===== src/design/rpt_pkg.sv =====
package rpt_pkg;

	////////////////////////////////////////////////////////////////////////
	// opcode encodings (9-bit instruction words)
	localparam logic [8:0] OPC_SWAP_ACC_BASE  = 9'h060; // low 2 bits = j
	localparam logic [8:0] OPC_LOAD_ACC_BASE  = 9'h064; // low 2 bits = j
	localparam logic [8:0] OPC_SWAP_INC_BASE  = 9'h068; // low 2 bits = j
	localparam logic [8:0] OPC_SWAP_DEC_BASE  = 9'h06C; // low 2 bits = j
	localparam logic [8:0] OPC_DEC_Y          = 9'h017;
	localparam logic [8:0] OPC_INC_Y          = 9'h013;
	localparam logic [8:0] OPC_ACC_TO_PAGE    = 9'h029;
	localparam logic [8:0] OPC_E_TO_PAIR      = 9'h01A;
	localparam logic [8:0] OPC_PAIR_TO_E      = 9'h02A;
	localparam logic [8:0] OPC_ACC_TO_Y       = 9'h01F;
	localparam logic [8:0] OPC_Y_TO_ACC       = 9'h00C;
	localparam logic [8:0] OPC_PTR_LOAD_BASE  = 9'h0C0; // x in 5:4, y in 3:0

	////////////////////////////////////////////////////////////////////////
	// field positions inside the instruction word
	localparam int IMM_J_LSB = 0;
	localparam int IMM_Y_LSB = 0;
	localparam int IMM_X_LSB = 4;

	////////////////////////////////////////////////////////////////////////
	// pointer wrap values and memory shape
	localparam logic [3:0] Y_WRAP_UP   = 4'h0; // after increment
	localparam logic [3:0] Y_WRAP_DOWN = 4'hF; // after decrement
	localparam int         RAM_AW      = 6;    // {x, y}
	localparam int         RAM_DEPTH   = 64;

	////////////////////////////////////////////////////////////////////////
	// values after reset
	localparam logic [3:0] RST_NIBBLE = 4'h0;
	localparam logic [7:0] RST_BYTE   = 8'h00;
	localparam logic [2:0] RST_PAGE   = 3'h0;
	localparam logic [1:0] RST_X      = 2'h0;

	// decoded operation classes
	typedef enum logic [3:0] {
		OP_OTHER,
		OP_SWAP_MEM_ACC,
		OP_LOAD_ACC_FROM_MEM,
		OP_SWAP_MEM_INC_Y,
		OP_SWAP_MEM_DEC_Y,
		OP_DECREMENT_Y_PTR,
		OP_INCREMENT_Y_PTR,
		OP_LOAD_POINTER_IMMEDIATE,
		OP_ACC_TO_TABLE_PAGE,
		OP_E_TO_ACC_PAIR,
		OP_ACC_PAIR_TO_E,
		OP_ACC_TO_Y_PTR,
		OP_Y_PTR_TO_ACC
	} rpt_op_t;

	// sequencer states, gray along idle -> memory -> idle
	typedef enum logic [1:0] {
		ST_IDLE = 2'b00,
		ST_MEM  = 2'b01
	} rpt_state_t;

endpackage


===== src/design/rpt_dec_if.sv =====
`timescale 1ns/1ps
// carries an instruction word to the decoder and its fields back
interface rpt_dec_if;
	import rpt_pkg::*;
	logic [8:0] opcode; // raw instruction word
	rpt_op_t    op;     // decoded class
	logic [1:0] imm_j;  // pointer x xor value
	logic [1:0] imm_x;  // immediate x
	logic [3:0] imm_y;  // immediate y

	modport dec  (input opcode, output op, imm_j, imm_x, imm_y);
	modport core (output opcode, input op, imm_j, imm_x, imm_y);
endinterface // rpt_dec_if


===== src/design/rpt_decode.sv =====
`timescale 1ns/1ps
module rpt_decode import rpt_pkg::*; (
	// decode channel
	rpt_dec_if.dec bus
);

	////////////////////////////////////////////////////////////////////////
	// immediate fields, valid only for the classes that use them
	assign bus.imm_j = bus.opcode[IMM_J_LSB +: 2];
	assign bus.imm_x = bus.opcode[IMM_X_LSB +: 2];
	assign bus.imm_y = bus.opcode[IMM_Y_LSB +: 4];

	// class decode; unknown words fall to other so they change nothing here but end a pointer-load run
	always_comb begin
		if (bus.opcode[8:2] == OPC_SWAP_ACC_BASE[8:2]) begin
			bus.op = OP_SWAP_MEM_ACC;
		end else if (bus.opcode[8:2] == OPC_LOAD_ACC_BASE[8:2]) begin
			bus.op = OP_LOAD_ACC_FROM_MEM;
		end else if (bus.opcode[8:2] == OPC_SWAP_INC_BASE[8:2]) begin
			bus.op = OP_SWAP_MEM_INC_Y;
		end else if (bus.opcode[8:2] == OPC_SWAP_DEC_BASE[8:2]) begin
			bus.op = OP_SWAP_MEM_DEC_Y;
		end else if (bus.opcode[8:6] == OPC_PTR_LOAD_BASE[8:6]) begin
			bus.op = OP_LOAD_POINTER_IMMEDIATE;
		end else begin
			case (bus.opcode)
				OPC_DEC_Y:       bus.op = OP_DECREMENT_Y_PTR;
				OPC_INC_Y:       bus.op = OP_INCREMENT_Y_PTR;
				OPC_ACC_TO_PAGE: bus.op = OP_ACC_TO_TABLE_PAGE;
				OPC_E_TO_PAIR:   bus.op = OP_E_TO_ACC_PAIR;
				OPC_PAIR_TO_E:   bus.op = OP_ACC_PAIR_TO_E;
				OPC_ACC_TO_Y:    bus.op = OP_ACC_TO_Y_PTR;
				OPC_Y_TO_ACC:    bus.op = OP_Y_PTR_TO_ACC;
				default:         bus.op = OP_OTHER;
			endcase
		end
	end

endmodule // rpt_decode


===== src/design/rpt_ram.sv =====
`timescale 1ns/1ps
module rpt_ram import rpt_pkg::*; (
	// clock
	input  wire logic              i_clock,
	// write side
	input  wire logic              i_we,
	input  wire logic [RAM_AW-1:0] i_waddr,
	input  wire logic [3:0]        i_wdata,
	// read side, data one cycle after the address
	input  wire logic [RAM_AW-1:0] i_raddr,
	output logic      [3:0]        o_rdata
);

	logic [3:0] mem [RAM_DEPTH]; // data nibbles, not reset (backed-up data)

	////////////////////////////////////////////////////////////////////////
	// read before write: a same-cycle write is not seen until next read
	always_ff @(posedge i_clock) begin
		if (i_we) begin
			mem[i_waddr] <= i_wdata;
		end
		o_rdata <= mem[i_raddr];
	end

endmodule // rpt_ram


===== src/design/rpt_core.sv =====
`timescale 1ns/1ps
// Function
// - swap, xor x, increment y, skip on 0
// - swap, xor x, decrement y, skip on 15
// - swap nibble with acc, xor x only
// - load acc from nibble, xor x
// - decrement y, skip when 15
// - increment y, skip when 0
// - immediate load of x and y
// - only first of consecutive pointer loads runs
// - acc copied to table page register
// - e copied into acc and b
// - b and acc loaded into e
// - acc copied into y, no skip
// - y copied into acc, y kept
// - b holds e high, acc e low
// - page gets low three acc bits
module rpt_core import rpt_pkg::*; (
	// clock and reset
	input  wire logic       i_clock,
	input  wire logic       i_resetn,
	// instruction stream from the fetch logic
	input  wire logic       i_instr_valid,
	input  wire logic [8:0] i_opcode,
	// instruction handshake
	output logic            o_instr_ready,
	output logic            o_instr_done,
	output logic            o_skipped,
	output logic            o_skip_next,
	// architectural registers
	output logic      [3:0] o_acc,
	output logic      [3:0] o_reg_b,
	output logic      [7:0] o_reg_e,
	output logic      [2:0] o_table_page,
	output logic      [1:0] o_ptr_x,
	output logic      [3:0] o_ptr_y
);

	////////////////////////////////////////////////////////////////////////
	// state
	rpt_state_t state, next_state;       // sequencer
	rpt_op_t    op_q, next_op_q;         // memory op held for second cycle
	logic [1:0] j_q, next_j_q;           // its xor value
	logic       lxy_run, next_lxy_run;   // last fetched was pointer load
	logic       next_ready;
	logic       next_done;
	logic       next_skipped;
	logic       next_skip;
	logic [3:0] next_acc;
	logic [3:0] next_b;
	logic [7:0] next_e;
	logic [2:0] next_page;
	logic [1:0] next_x;
	logic [3:0] next_y;

	// memory port
	logic       ram_we;                  // write back in memory cycle
	logic [3:0] ram_rdata;               // nibble at ram_pointer
	logic [RAM_AW-1:0] ram_pointer;      // {x, y}

	// acceptance terms
	logic       fetch;                   // an instruction is taken
	logic       drop;                    // taken but skipped
	logic       take;                    // taken and executed

	rpt_dec_if dec ();

	////////////////////////////////////////////////////////////////////////
	// decoder and data memory
	assign dec.opcode  = i_opcode;
	assign ram_pointer = {o_ptr_x, o_ptr_y};

	rpt_decode u_decode (
		.bus (dec.dec)
	);

	rpt_ram u_ram (
		.i_clock (i_clock),
		.i_we    (ram_we),
		.i_waddr (ram_pointer),
		.i_wdata (o_acc),
		.i_raddr (ram_pointer),
		.o_rdata (ram_rdata)
	);

	////////////////////////////////////////////////////////////////////////
	// acceptance: a pending skip or a repeated pointer load drops the word
	assign fetch = (state == ST_IDLE) && i_instr_valid;
	assign drop  = o_skip_next ||
		(lxy_run && dec.op == OP_LOAD_POINTER_IMMEDIATE);
	assign take  = fetch && !drop;

	////////////////////////////////////////////////////////////////////////
	// next-value logic for sequencer and registers
	always_comb begin
		next_state   = state;
		next_op_q    = op_q;
		next_j_q     = j_q;
		next_lxy_run = lxy_run;
		next_done    = 1'b0;
		next_skipped = 1'b0;
		next_skip    = o_skip_next;
		next_acc     = o_acc;
		next_b       = o_reg_b;
		next_e       = o_reg_e;
		next_page    = o_table_page;
		next_x       = o_ptr_x;
		next_y       = o_ptr_y;
		ram_we       = 1'b0;
		case (state)
			ST_IDLE: begin
				if (fetch) begin
					// run tracking counts skipped loads too
					next_lxy_run = (dec.op == OP_LOAD_POINTER_IMMEDIATE);
					next_done    = 1'b1;
				end
				if (fetch && drop) begin
					// slot is used but nothing else moves
					next_skip    = 1'b0;
					next_skipped = 1'b1;
				end else if (take) begin
					case (dec.op)
						OP_SWAP_MEM_ACC, OP_LOAD_ACC_FROM_MEM,
						OP_SWAP_MEM_INC_Y, OP_SWAP_MEM_DEC_Y: begin
							// read data arrives next cycle
							next_state = ST_MEM;
							next_op_q  = dec.op;
							next_j_q   = dec.imm_j;
							next_done  = 1'b0;
						end
						OP_DECREMENT_Y_PTR: begin
							next_y    = o_ptr_y - 4'h1;
							next_skip = (next_y == Y_WRAP_DOWN);
						end
						OP_INCREMENT_Y_PTR: begin
							next_y    = o_ptr_y + 4'h1;
							next_skip = (next_y == Y_WRAP_UP);
						end
						OP_LOAD_POINTER_IMMEDIATE: begin
							next_x = dec.imm_x;
							next_y = dec.imm_y;
						end
						OP_ACC_TO_TABLE_PAGE: begin
							next_page = o_acc[2:0];
						end
						OP_E_TO_ACC_PAIR: begin
							next_b   = o_reg_e[7:4];
							next_acc = o_reg_e[3:0];
						end
						OP_ACC_PAIR_TO_E: begin
							next_e = {o_reg_b, o_acc};
						end
						OP_ACC_TO_Y_PTR: begin
							next_y = o_acc;
						end
						OP_Y_PTR_TO_ACC: begin
							next_acc = o_ptr_y;
						end
						default: begin
							// other classes belong to other units
						end
					endcase
				end
			end
			ST_MEM: begin
				// second cycle: exchange or load, then pointer update
				next_state = ST_IDLE;
				next_done  = 1'b1;
				next_acc   = ram_rdata;
				next_x     = o_ptr_x ^ j_q;
				ram_we     = (op_q != OP_LOAD_ACC_FROM_MEM);
				case (op_q)
					OP_SWAP_MEM_INC_Y: begin
						next_y    = o_ptr_y + 4'h1;
						next_skip = (next_y == Y_WRAP_UP);
					end
					OP_SWAP_MEM_DEC_Y: begin
						next_y    = o_ptr_y - 4'h1;
						next_skip = (next_y == Y_WRAP_DOWN);
					end
					default: begin
						// y and skip left alone
					end
				endcase
			end
			default: begin
				next_state = ST_IDLE;
			end
		endcase
		next_ready = (next_state == ST_IDLE);
	end

	////////////////////////////////////////////////////////////////////////
	// registers; the pointer stays put between cycles of a memory op
	always_ff @(posedge i_clock) begin
		if (!i_resetn) begin
			state         <= ST_IDLE;
			op_q          <= OP_OTHER;
			j_q           <= RST_X;
			lxy_run       <= 1'b0;
			o_instr_ready <= 1'b1;
			o_instr_done  <= 1'b0;
			o_skipped     <= 1'b0;
			o_skip_next   <= 1'b0;
			o_acc         <= RST_NIBBLE;
			o_reg_b       <= RST_NIBBLE;
			o_reg_e       <= RST_BYTE;
			o_table_page  <= RST_PAGE;
			o_ptr_x       <= RST_X;
			o_ptr_y       <= RST_NIBBLE;
		end else begin
			state         <= next_state;
			op_q          <= next_op_q;
			j_q           <= next_j_q;
			lxy_run       <= next_lxy_run;
			o_instr_ready <= next_ready;
			o_instr_done  <= next_done;
			o_skipped     <= next_skipped;
			o_skip_next   <= next_skip;
			o_acc         <= next_acc;
			o_reg_b       <= next_b;
			o_reg_e       <= next_e;
			o_table_page  <= next_page;
			o_ptr_x       <= next_x;
			o_ptr_y       <= next_y;
		end
	end
endmodule // rpt_core


===== config.mk =====
export PLATFORM = sky130hd
export DESIGN_NAME = rpt_core
export DESIGN_NICKNAME = d
export VERILOG_FILES = /design/src/design/rpt_pkg.sv /design/src/design/rpt_dec_if.sv /design/src/design/rpt_decode.sv /design/src/design/rpt_ram.sv /design/src/design/rpt_core.sv
export SDC_FILE = /design/constraint.sdc
export NUM_CORES = 1
export LEC_CHECK = 0
export BUFFER_PORTS_ARGS = -buffer_cell sky130_fd_sc_hd__buf_2
export CAP_MARGIN = 20
export CORE_MARGIN = 2
export CORE_UTILIZATION = 50
export CTS_BUF_LIST = sky130_fd_sc_hd__clkbuf_4
export CTS_CLUSTER_SIZE = 28
export DETAILED_ROUTE_END_ITERATION = 16
export HOLD_SLACK_MARGIN = 0.02
export PLACE_DENSITY = 0.71
export SKIP_CTS_REPAIR_TIMING = 1
export SLEW_MARGIN = 5
export SYNTH_ARGS = -nofsm -noshare
export SYNTH_HDL_FRONTEND = slang
export SYNTH_SLANG_ARGS = --single-unit

===== constraint.sdc =====
create_clock -name i_clock -period 2.8 [get_ports i_clock]
set_input_delay 0.56 -clock i_clock [delete_from_list [all_inputs] [get_ports i_clock]]
set_output_delay 0.56 -clock i_clock [all_outputs]
set_load 0.03 [all_outputs]

Word-level counts from Yosys, hierarchy flattened
Memory sizes are Yosys's and may differ from the RTL's. A register that Yosys moved wholly into a read port is not among the register bits.
Cells that the tools add are included.
Storage, ports and cells
  register bits: 38
  bits in latches: 0
  memory bits (writable): 256
  memory bits (read-only): 0
  input port bits: 12
  word-level logic and storage cells: 114
  memories: 1
Memory list
  u_ram.mem: depth 64, bits a word 4, rd ports 1, clocked after memory_dff 1, write ports 1, RTL line rpt_ram.sv:14  | logic [3:0] mem [RAM_DEPTH];
Cells by class
  add/sub/neg operators: 2
  multiply operators: 0
  div/mod/pow operators: 0
  magnitude comparators: 0
  equality and inequality tests: 37
  shift operators: 0
  muxes and demuxes: 37
  bitwise logic cells: 2
  reductions and logical operators: 21
Operators by type and width (number)
  == test 9 x 5 -> 1 bit, second input constant: 4
  two-way mux 4 bit: 9
  case mux 4 bit (2 select lines): 4
  == test 7 x 5 -> 1 bit, second input constant: 4
  case mux 4 bit (7 select lines): 1
  AND reduction 4 bit: 7
  == test 4 bit, second input constant: 6
  == test 4 x 3 -> 1 bit, second input constant: 5
  == test 9 x 6 -> 1 bit, second input constant: 2
  case mux 4 bit (4 select lines): 1
  two-way mux 2 bit: 7
  == test 4 x 2 -> 1 bit, second input constant: 3
  two-way mux 1 bit: 10
  == test 9 x 4 -> 1 bit, second input constant: 1
  case mux 1 bit (2 select lines): 4
  inequality test 5 x 1 -> 1 bit, second input constant: 1
  AND reduction 5 bit: 1
  adder 4 x 1 -> 4 bit, second input constant: 1
  == test 4 x 1 -> 1 bit, second input constant: 1
  logical AND 1 bit: 4
  zero test 2 bit: 2
  zero test 4 bit: 1
  inequality test 2 bit, second input constant: 2
  inequality test 4 x 1 -> 1 bit, second input constant: 1
  16 further kinds: 17

Longest topological paths before layout
Gate-level depths: netlist of the first run.
  word-level depth: 16
  depth in mapped cells: 10
  depth with buffers taken out: 7

Hierarchy
From an unflattened synthesis of the first run, not the netlist that was laid out.
Second synthesis, totals
  cells, all modules: 810
  area, all modules: 12789.8 um^2
Modules (own cells, without submodules)
  rpt_ram: instances 1, cells each 521, area an instance 10396.2 um^2, sequential area each 7767.4 um^2
  rpt_core: instances 1, cells each 248, area an instance 2083.2 um^2, sequential area each 760.7 um^2
  rpt_decode: instances 1, cells each 41, area an instance 310.3 um^2, sequential area each 0.0 um^2

Worst setup path after synthesis of the first run
No wires, ideal clock.
  kind: register to register
  from: register o_ptr_y[1]
  to: register u_ram.o_rdata[2], read port of u_ram.mem
  library setup time: 0.134 ns
  data arrival time: 2.500 ns
  required time: 2.666 ns
  path slack: 0.167 ns
  stages on the path, launching flop included: 10
  buffers on the path: 4
  cells stage by stage: dfxtp_1 buf_2 buf_2 buf_1 clkbuf_1 mux4_2 nand3_1 nand3_1 nor4_1 o211ai_1
RTL lines
  from (decl): RTL line rpt_core.sv:36  | output logic [3:0] o_ptr_y
  from (signal assigned): RTL line rpt_core.sv:225  | o_ptr_y <= next_y;
  to (decl): RTL line rpt_ram.sv:11  | output logic [3:0] o_rdata

==> out/results.ini, run 1 <==
[outcome]
status = finished clean

[cts]
clk_latency_ns = 0.68
htree_levels = 3
numCtsBuffers = 77
path_clk_slew_ns = 0.07
cts_root_buf = clkbuf_4
cts_num_sinks = 298
cts_tree = built
cts.path.max_buffers = 3

[worst_hold_path]
min_path_type = primary input to flop

[global_routing]
grt_pass1_wl_mm = 48.3
grt_antenna_before_repair = 1
grt_overflow = 0
grt_pass1_vias = 8260
grt_max_degree = 68
grtUsageTotal_pct = 24.4

[timing]
fin_crit_sh_pct = 98.4
tightest_slew_ns = 0.755
drv_slew = 0
rsz0062_at_grt = false
final-setup-viol-count = 0
fin_crit_ns = 2.75
clock_skew_ns = 0.0405
whs_ns = 0.287
fmax_mhz = 363
max-slew-margin-rel_pct = 49.7
hold_viol = 0

[yosys]
synth_nets = 891
yosys_register_bits = 298
synth_edf_count = 256
synth.distinct_cells = 70
synthCells = 877
ys.flop_type = edfxtp_1
netlist_area_mm2 = 0.0126
yosysWarningCount = 0
synth.yosys.seq_area_share_pct = 67.8
postSynthAreaPerCell_um2 = 14.3
async_reset_ff_share_pct = 0

[worst_setup_path]
arrival_ns = 3.28
worstPathRequired_ns = 3.32
crit_path_end_kind = flop
path_class = flop to flop
critPathLaunchType = flop
crit_path_max_fanout = 30

[floorplanning]
core_region_area_mm2 = 0.0250
fp.dieArea_mm2 = 0.0264
rows = 58
io_pins = 41
die_h_um = 163
start_util_pct = 50.4
die_w_um = 163

[cells_and_area]
drive_gt1_share_pct = 30.5
seqCellArea_mm2 = 0.00854
nets = 1049
multiInputGateArea_mm2 = 0.00379
fillCellCount = 1993
area_delta_synth_final_pct = 16.9
final_util_pct = 58.9

[pwr]
pwr-share-clk_pct = 41.0
combPwrFrac_pct = 4.4
power_frac_seq_pct = 54.6
p_sw_w = 0.00195
switching_share_pct = 22.3
power_density_mw_per_mm2 = 594
vdd_ir_drop_max_v = 0.000347
p_leak_nw = 4.42
p_int_w = 0.00679

[place]
port_buffers = 40
dp_hpwl_mm = 20.7
place_congestion = 0.916

[detailed_routing]
wirelength_mm = 31.4
drtIter0Drc = 1028
final_antenna_net_count = 0
drtPass1Iterations = 5
drc_errors = 0
viasPerCell = 5.89
vias = 8351
drt-wirelength-per-cell_um = 22.2

[run]
max-cap-violations = 0

cells in the mapped netlist, drive strengths merged (6+ instances only):
library cell,n,area [um^2]
a22oi,15,113
mux4,35,788
nor2b,19,119
and2,6,37.5
dfxtp,42,841
nor2,104,393
nor3,9,55.1
mux2,21,236
a21oi,33,165
a221oi,21,190
mux2i,25,250
nand2,54,203
clkbuf,36,135
a31oi,8,50.1
o22ai,9,56.3
edfxtp,256,7690
o21ai,37,185
buf,21,104
nand3,26,130
and3,7,43.8
nand3b,7,52.6
placed cells by master, fill, tap and decap left out, types with 5 or more instances in the layout:
cell type  Yosys  routed
edfxtp_1     256     256
clkbuf_4       0     109
nor2_1       103     103
buf_4          0      89
nand2_1       54      54
buf_2         14      40
mux4_2        35      35
dfxtp_1       42      35
o21ai_0       34      34
a21oi_1       33      33
nand3_1       26      26
mux2i_1       25      25
mux2_2        21      21
a221oi_1      20      20
nor2b_1       19      19
a22oi_1       15      15
clkinv_1       1      14
o22ai_1        9       9
a31oi_1        8       8
and3_1         7       7
nor3_1         7       7
nand3b_1       7       7
and2_1         6       6
buf_12         0       6
nand2b_1       5       5
inv_1          5       5
dfxtp_2        0       5
cells by family (layout without fill, tap and decap cells):
family / count (synthesis) / in the layout / share of synthesized area (%)
buffers and inverters: 63 / 272 / 2.08
xor gates and xnor gates: 3 / 3 / 0.209
muxes: 81 / 81 / 10.1
and+or+nand+nor: 268 / 268 / 10.5
adders and majority gates: 2 / 2 / 0.199
AOI/OAI and AO/OA: 161 / 161 / 9.11
DFF: 298 / 298 / 67.8
other: 1 / 2 / 0.0298
per-layer routing:
layer	track usage, %	up-vias	routed length (um)
li1	-	3772	-
met4	10.1	0	819
met2	37.6	448	14900
met3	6.77	66	3130
met5	0	-	0
met1	33.0	4065	12600
flip-flops by register name, indices dropped and copies added, names as in the netlist, 2 cells and up:
| name | flops |
|---|---|
| o_ptr_x | 2 |
| u_ram.mem | 256 |
| o_reg_b | 4 |
| o_reg_e | 8 |
| o_ptr_y | 4 |
| op_q | 4 |
| state | 2 |
| o_acc | 4 |
| u_ram.o_rdata | 4 |
| o_table_page | 3 |
| j_q | 2 |
power groups by stage:
stage	sequential, W	combinational, W	clock [W]
floorplan	0.00486	0.000235	0
global placement	0.00487	0.000373	0
detailed placement	0.00487	0.000375	0
CTS	0.00477	0.000377	0.00368
global route	0.00477	0.000409	0.00391
finish	0.00477	0.000383	0.00358
final cells by class:
type                    instances  share of cell area, %
clock inverters                21                  0.783
clock buffers                 109                   5.57
flip-flops and latches        298                   58.1
well taps                     330                   2.81
diodes                          1                 0.0170
inverters                       6                  0.153
multi-input cells             516                   25.8
repair buffers                136                   6.80
critical path, cell delays in order (launching register included):
cell	delay, ns
dfxtp_4	0.52
buf_12	0.26
buf_12	0.18
mux4_2	0.28
and3_1	0.19
a311oi_1	0.39
o21ai_0	0.22
or4_1	0.56
final timing paths:
path,start,to,slack [ns],cells after the start
setup / recovery,o_ptr_y[2],u_ram.o_rdata[1],0.05,7
hold / removal,i_opcode[1],o_ptr_y[1],0.29,3
setup reg to reg,o_ptr_y[2],u_ram.o_rdata[1],0.05,7
hold reg to reg,o_table_page[1],o_table_page[1],0.46,2
metrics by stage:
step | instances | total power, W | setup slack (ns) | TNS, ns | area, um^2
5_1_grt | 1417 | 0.00909 | 0.0252 | 0 | 14700
6_report | 1417 | 0.00874 | 0.0453 | 0 | 14700
2_1_floorplan | 877 | 0.00509 | 0.167 | 0 | 12600
3_3_place_gp | 1286 | 0.00524 | 0.0335 | 0 | 13800
4_1_cts | 1416 | 0.00882 | -0.0426 | -0.0426 | 14700
3_5_place_dp | 1286 | 0.00524 | -0.0266 | -0.0266 | 13800
No activity file was read; power rests on OpenSTA's default activity.
==> run 2, diff against run 1 <==
Settings changed: SYNTH_HIERARCHICAL from default to 1.
==> run 2 against run 1 <==
- sequential share of layout area decreased by 0.16 points
- area after synthesis increased by 1.7%
- critical path depth decreased by 4
- clock power increased by 2%
- power decreased by 1.4%
- synthesized cell count decreased by 7.6%
- die area increased by 1.6%
- sequential power about the same
- clock-buffer cell count increased by 2
- combinational power decreased by 47%
- largest power group unchanged
- register-to-register slack improved by 0.25 ns
==> out/results.ini, run 2 <==
[cts]
path_clk_slew_ns = 0.06  ; about the same
cts_root_buf = clkbuf_4
cts_num_sinks = 298  ; unchanged
numCtsBuffers = 76  ; -1.3%
clk_latency_ns = 0.70  ; +0.02 ns
cts_tree = built
htree_levels = 3  ; unchanged
cts.path.max_buffers = 3  ; unchanged

[detailed_routing]
wirelength_mm = 27.7  ; -12%
viasPerCell = 5.75  ; -2.5%
drc_errors = 0  ; unchanged
final_antenna_net_count = 0  ; unchanged
drt-wirelength-per-cell_um = 20.5  ; -7.6%
vias = 7756  ; -7.1%
drtPass1Iterations = 5  ; unchanged
drtIter0Drc = 754  ; -27%

[pwr]
vdd_ir_drop_max_v = 0.000432  ; +24%
p_leak_nw = 5.23  ; +18%
power_density_mw_per_mm2 = 584  ; -1.7%

[place]
port_buffers = 40  ; unchanged
dp.cells = 1213  ; -5.7%
place_congestion = 0.854  ; -6.8%
dp_hpwl_mm = 18.2  ; -12%

[global_routing]
grt_antenna_before_repair = 1  ; unchanged
grt_pass1_vias = 7810  ; -5.4%
grt_use_met2_pct = 35.3  ; -2.3 points
grt_overflow = 0  ; unchanged
gr-usage-met3_pct = 4.80  ; -2.0 points
grt_pass1_wl_mm = 42.8  ; -11%
use_met1_pct = 27.9  ; -5.1 points
grtUsageTotal_pct = 21.3  ; -3.1 points
grt_max_degree = 61  ; -10%
top_usage_layer = met2

[timing]
fin_crit_ns = 2.66  ; -0.0921 ns
drv_slew = 0  ; unchanged
final-setup-viol-count = 0  ; unchanged
fmax_mhz = 376  ; +3.5%
rsz0062_at_grt = false
tightest_slew_ns = 0.824  ; +0.0685 ns
hold_viol = 0  ; unchanged
clock_skew_ns = 0.0522  ; +0.0117 ns
fin_setup_tns_ns = 0  ; unchanged
fin_crit_sh_pct = 95.1  ; -3.3 points
max-slew-margin-rel_pct = 45.1  ; -4.6 points

[yosys]
synth.most_common_cell = edfxtp_1
async_reset_ff_share_pct = 0  ; unchanged
yosysTopAreaCellShare_pct = 60.1  ; -1.0 points
synthCells = 810  ; -7.6%
ys_top_cells_by_count = edfxtp_1, nor2_1, mux4_2, dfxtp_1, nand2_1
yosys_register_bits = 298  ; unchanged
synth_nets = 824  ; -7.5%
synth_top_cell_by_area = edfxtp_1
ys.flop_type = edfxtp_1
synth.distinct_cells = 73  ; +4.3%
yosysWarningCount = 6  ; +6
synth_edf_count = 256  ; unchanged
synth.yosys.seq_area_share_pct = 66.7  ; -1.1 points
synthTopCellsByArea = edfxtp_1, mux4_2, dfxtp_1
postSynthAreaPerCell_um2 = 15.8  ; +10%
netlist_area_mm2 = 0.0128  ; +1.7%

[cells_and_area]
largest_reg_flops = 256  ; unchanged
final_cells = 1350  ; -4.7%
drive_gt1_share_pct = 31.0  ; +0.53 points
regMostFlops = u_ram/mem
nets = 975  ; -7.1%
mostFrequentLayoutCells = edfxtp_1, clkbuf_4, nor2_1
mostFrequentLayoutCell = edfxtp_1
reg.largest.list = u_ram/mem: 256 flops, o_reg_e: 8 flops
final_util_pct = 58.6  ; -0.35 points
area_delta_synth_final_pct = 15.3

[floorplanning]
start_util_pct = 50.8  ; +0.39 points
rows = 58  ; unchanged
core_region_area_mm2 = 0.0252  ; +0.87%
fp.dieArea_mm2 = 0.0269  ; +1.6%
die_h_um = 164  ; +0.81%
die_w_um = 164  ; +0.81%
io_pins = 41  ; unchanged

[worst_setup_path]
path_class = flop to output port
critPathLaunchType = flop
worstPathRequired_ns = 2.24  ; -1.08 ns
crit_path_end_kind = output port
arrival_ns = 2.10  ; -1.18 ns
crit_path_max_fanout = 26  ; -13%

[run]
max-cap-violations = 0  ; unchanged

[worst_hold_path]
min_path_type = primary input to flop

[outcome]
status = finished clean

==> run 2: cell types whose count changed in the layout (fill, tap and decap cells not counted), moves of 11 or more <==
cell	before	now
mux2_2	21	0
nand2_1	54	36
mux4_2	35	46
a21oi_1	33	16
mux4_1	0	19
o21ai_0	34	17
a221oi_1	20	0
==> run 2: final timing paths <==
path,start,end,slack [ns],depth (start not counted)
max reg2reg,o_ptr_y[0],u_ram/o_rdata[1],0.30,6
max,o_ptr_y[2],o_ptr_y[2],0.14,3
min reg2reg,j_q[1],j_q[1],0.47,2
min,i_instr_valid,o_instr_done,0.20,3
==> run 2: power breakdown <==
part	total [W]	switching [W]	internal (W)
sequential	0.00477	0.0000142	0.00475
clock	0.00365	0.00171	0.00194
combinational	0.000203	0.000109	0.0000943
==> run 2: area by class of cell <==
cell class | count | area [um^2]
clock inverters | 25 | 154
multi-input cells | 448 | 3890
flip-flops and latches | 298 | 8540
well taps | 330 | 413
fillers | 1924 | 10400
repair buffers | 123 | 861
inverters | 14 | 52.6
clock buffers | 111 | 833
diodes | 1 | 2.50
==> run 2: kinds of logic after synthesis <==
logic type	share of synthesized area [%]
XOR/XNOR	0.479
AND/OR/NAND/NOR	9.57
adder cells (fa/ha/maj)	0.196
multiplexers	14.0
flip-flops	66.7
other	0.0293
buffers and inverters	2.98
AO/OA/AOI/OAI	6.03
==> run 2: per-stage QoR <==
| step | instance area (um^2) | power [W] | hold WS (ns) | setup slack, ns |
|---|---|---|---|---|
| 2_1_floorplan | 12800 | 0.00499 | 0.437 | -0.101 |
| 3_3_place_gp | 13800 | 0.00506 | 0.455 | -0.161 |
| 3_5_place_dp | 13800 | 0.00506 | 0.462 | -0.270 |
| 4_1_cts | 14700 | 0.00871 | 0.160 | 0.0924 |
| 5_1_grt | 14700 | 0.00893 | 0.207 | 0.0116 |
| 6_report | 14700 | 0.00862 | 0.203 | 0.137 |
==> run 2: per-layer routing <==
layer | routed length [um] | part of all wire (%)
met1 | 11500 | 42
met2 | 13800 | 50
met3 | 1710 | 6.2
met4 | 652 | 2.4
met5 | 0 | 0
==> run 2: worst max-delay path: stages, from the launching register on <==
cell	delay [ns]
dfxtp_2	0.68
buf_4	0.35
buf_4	0.19
buf_2	0.21
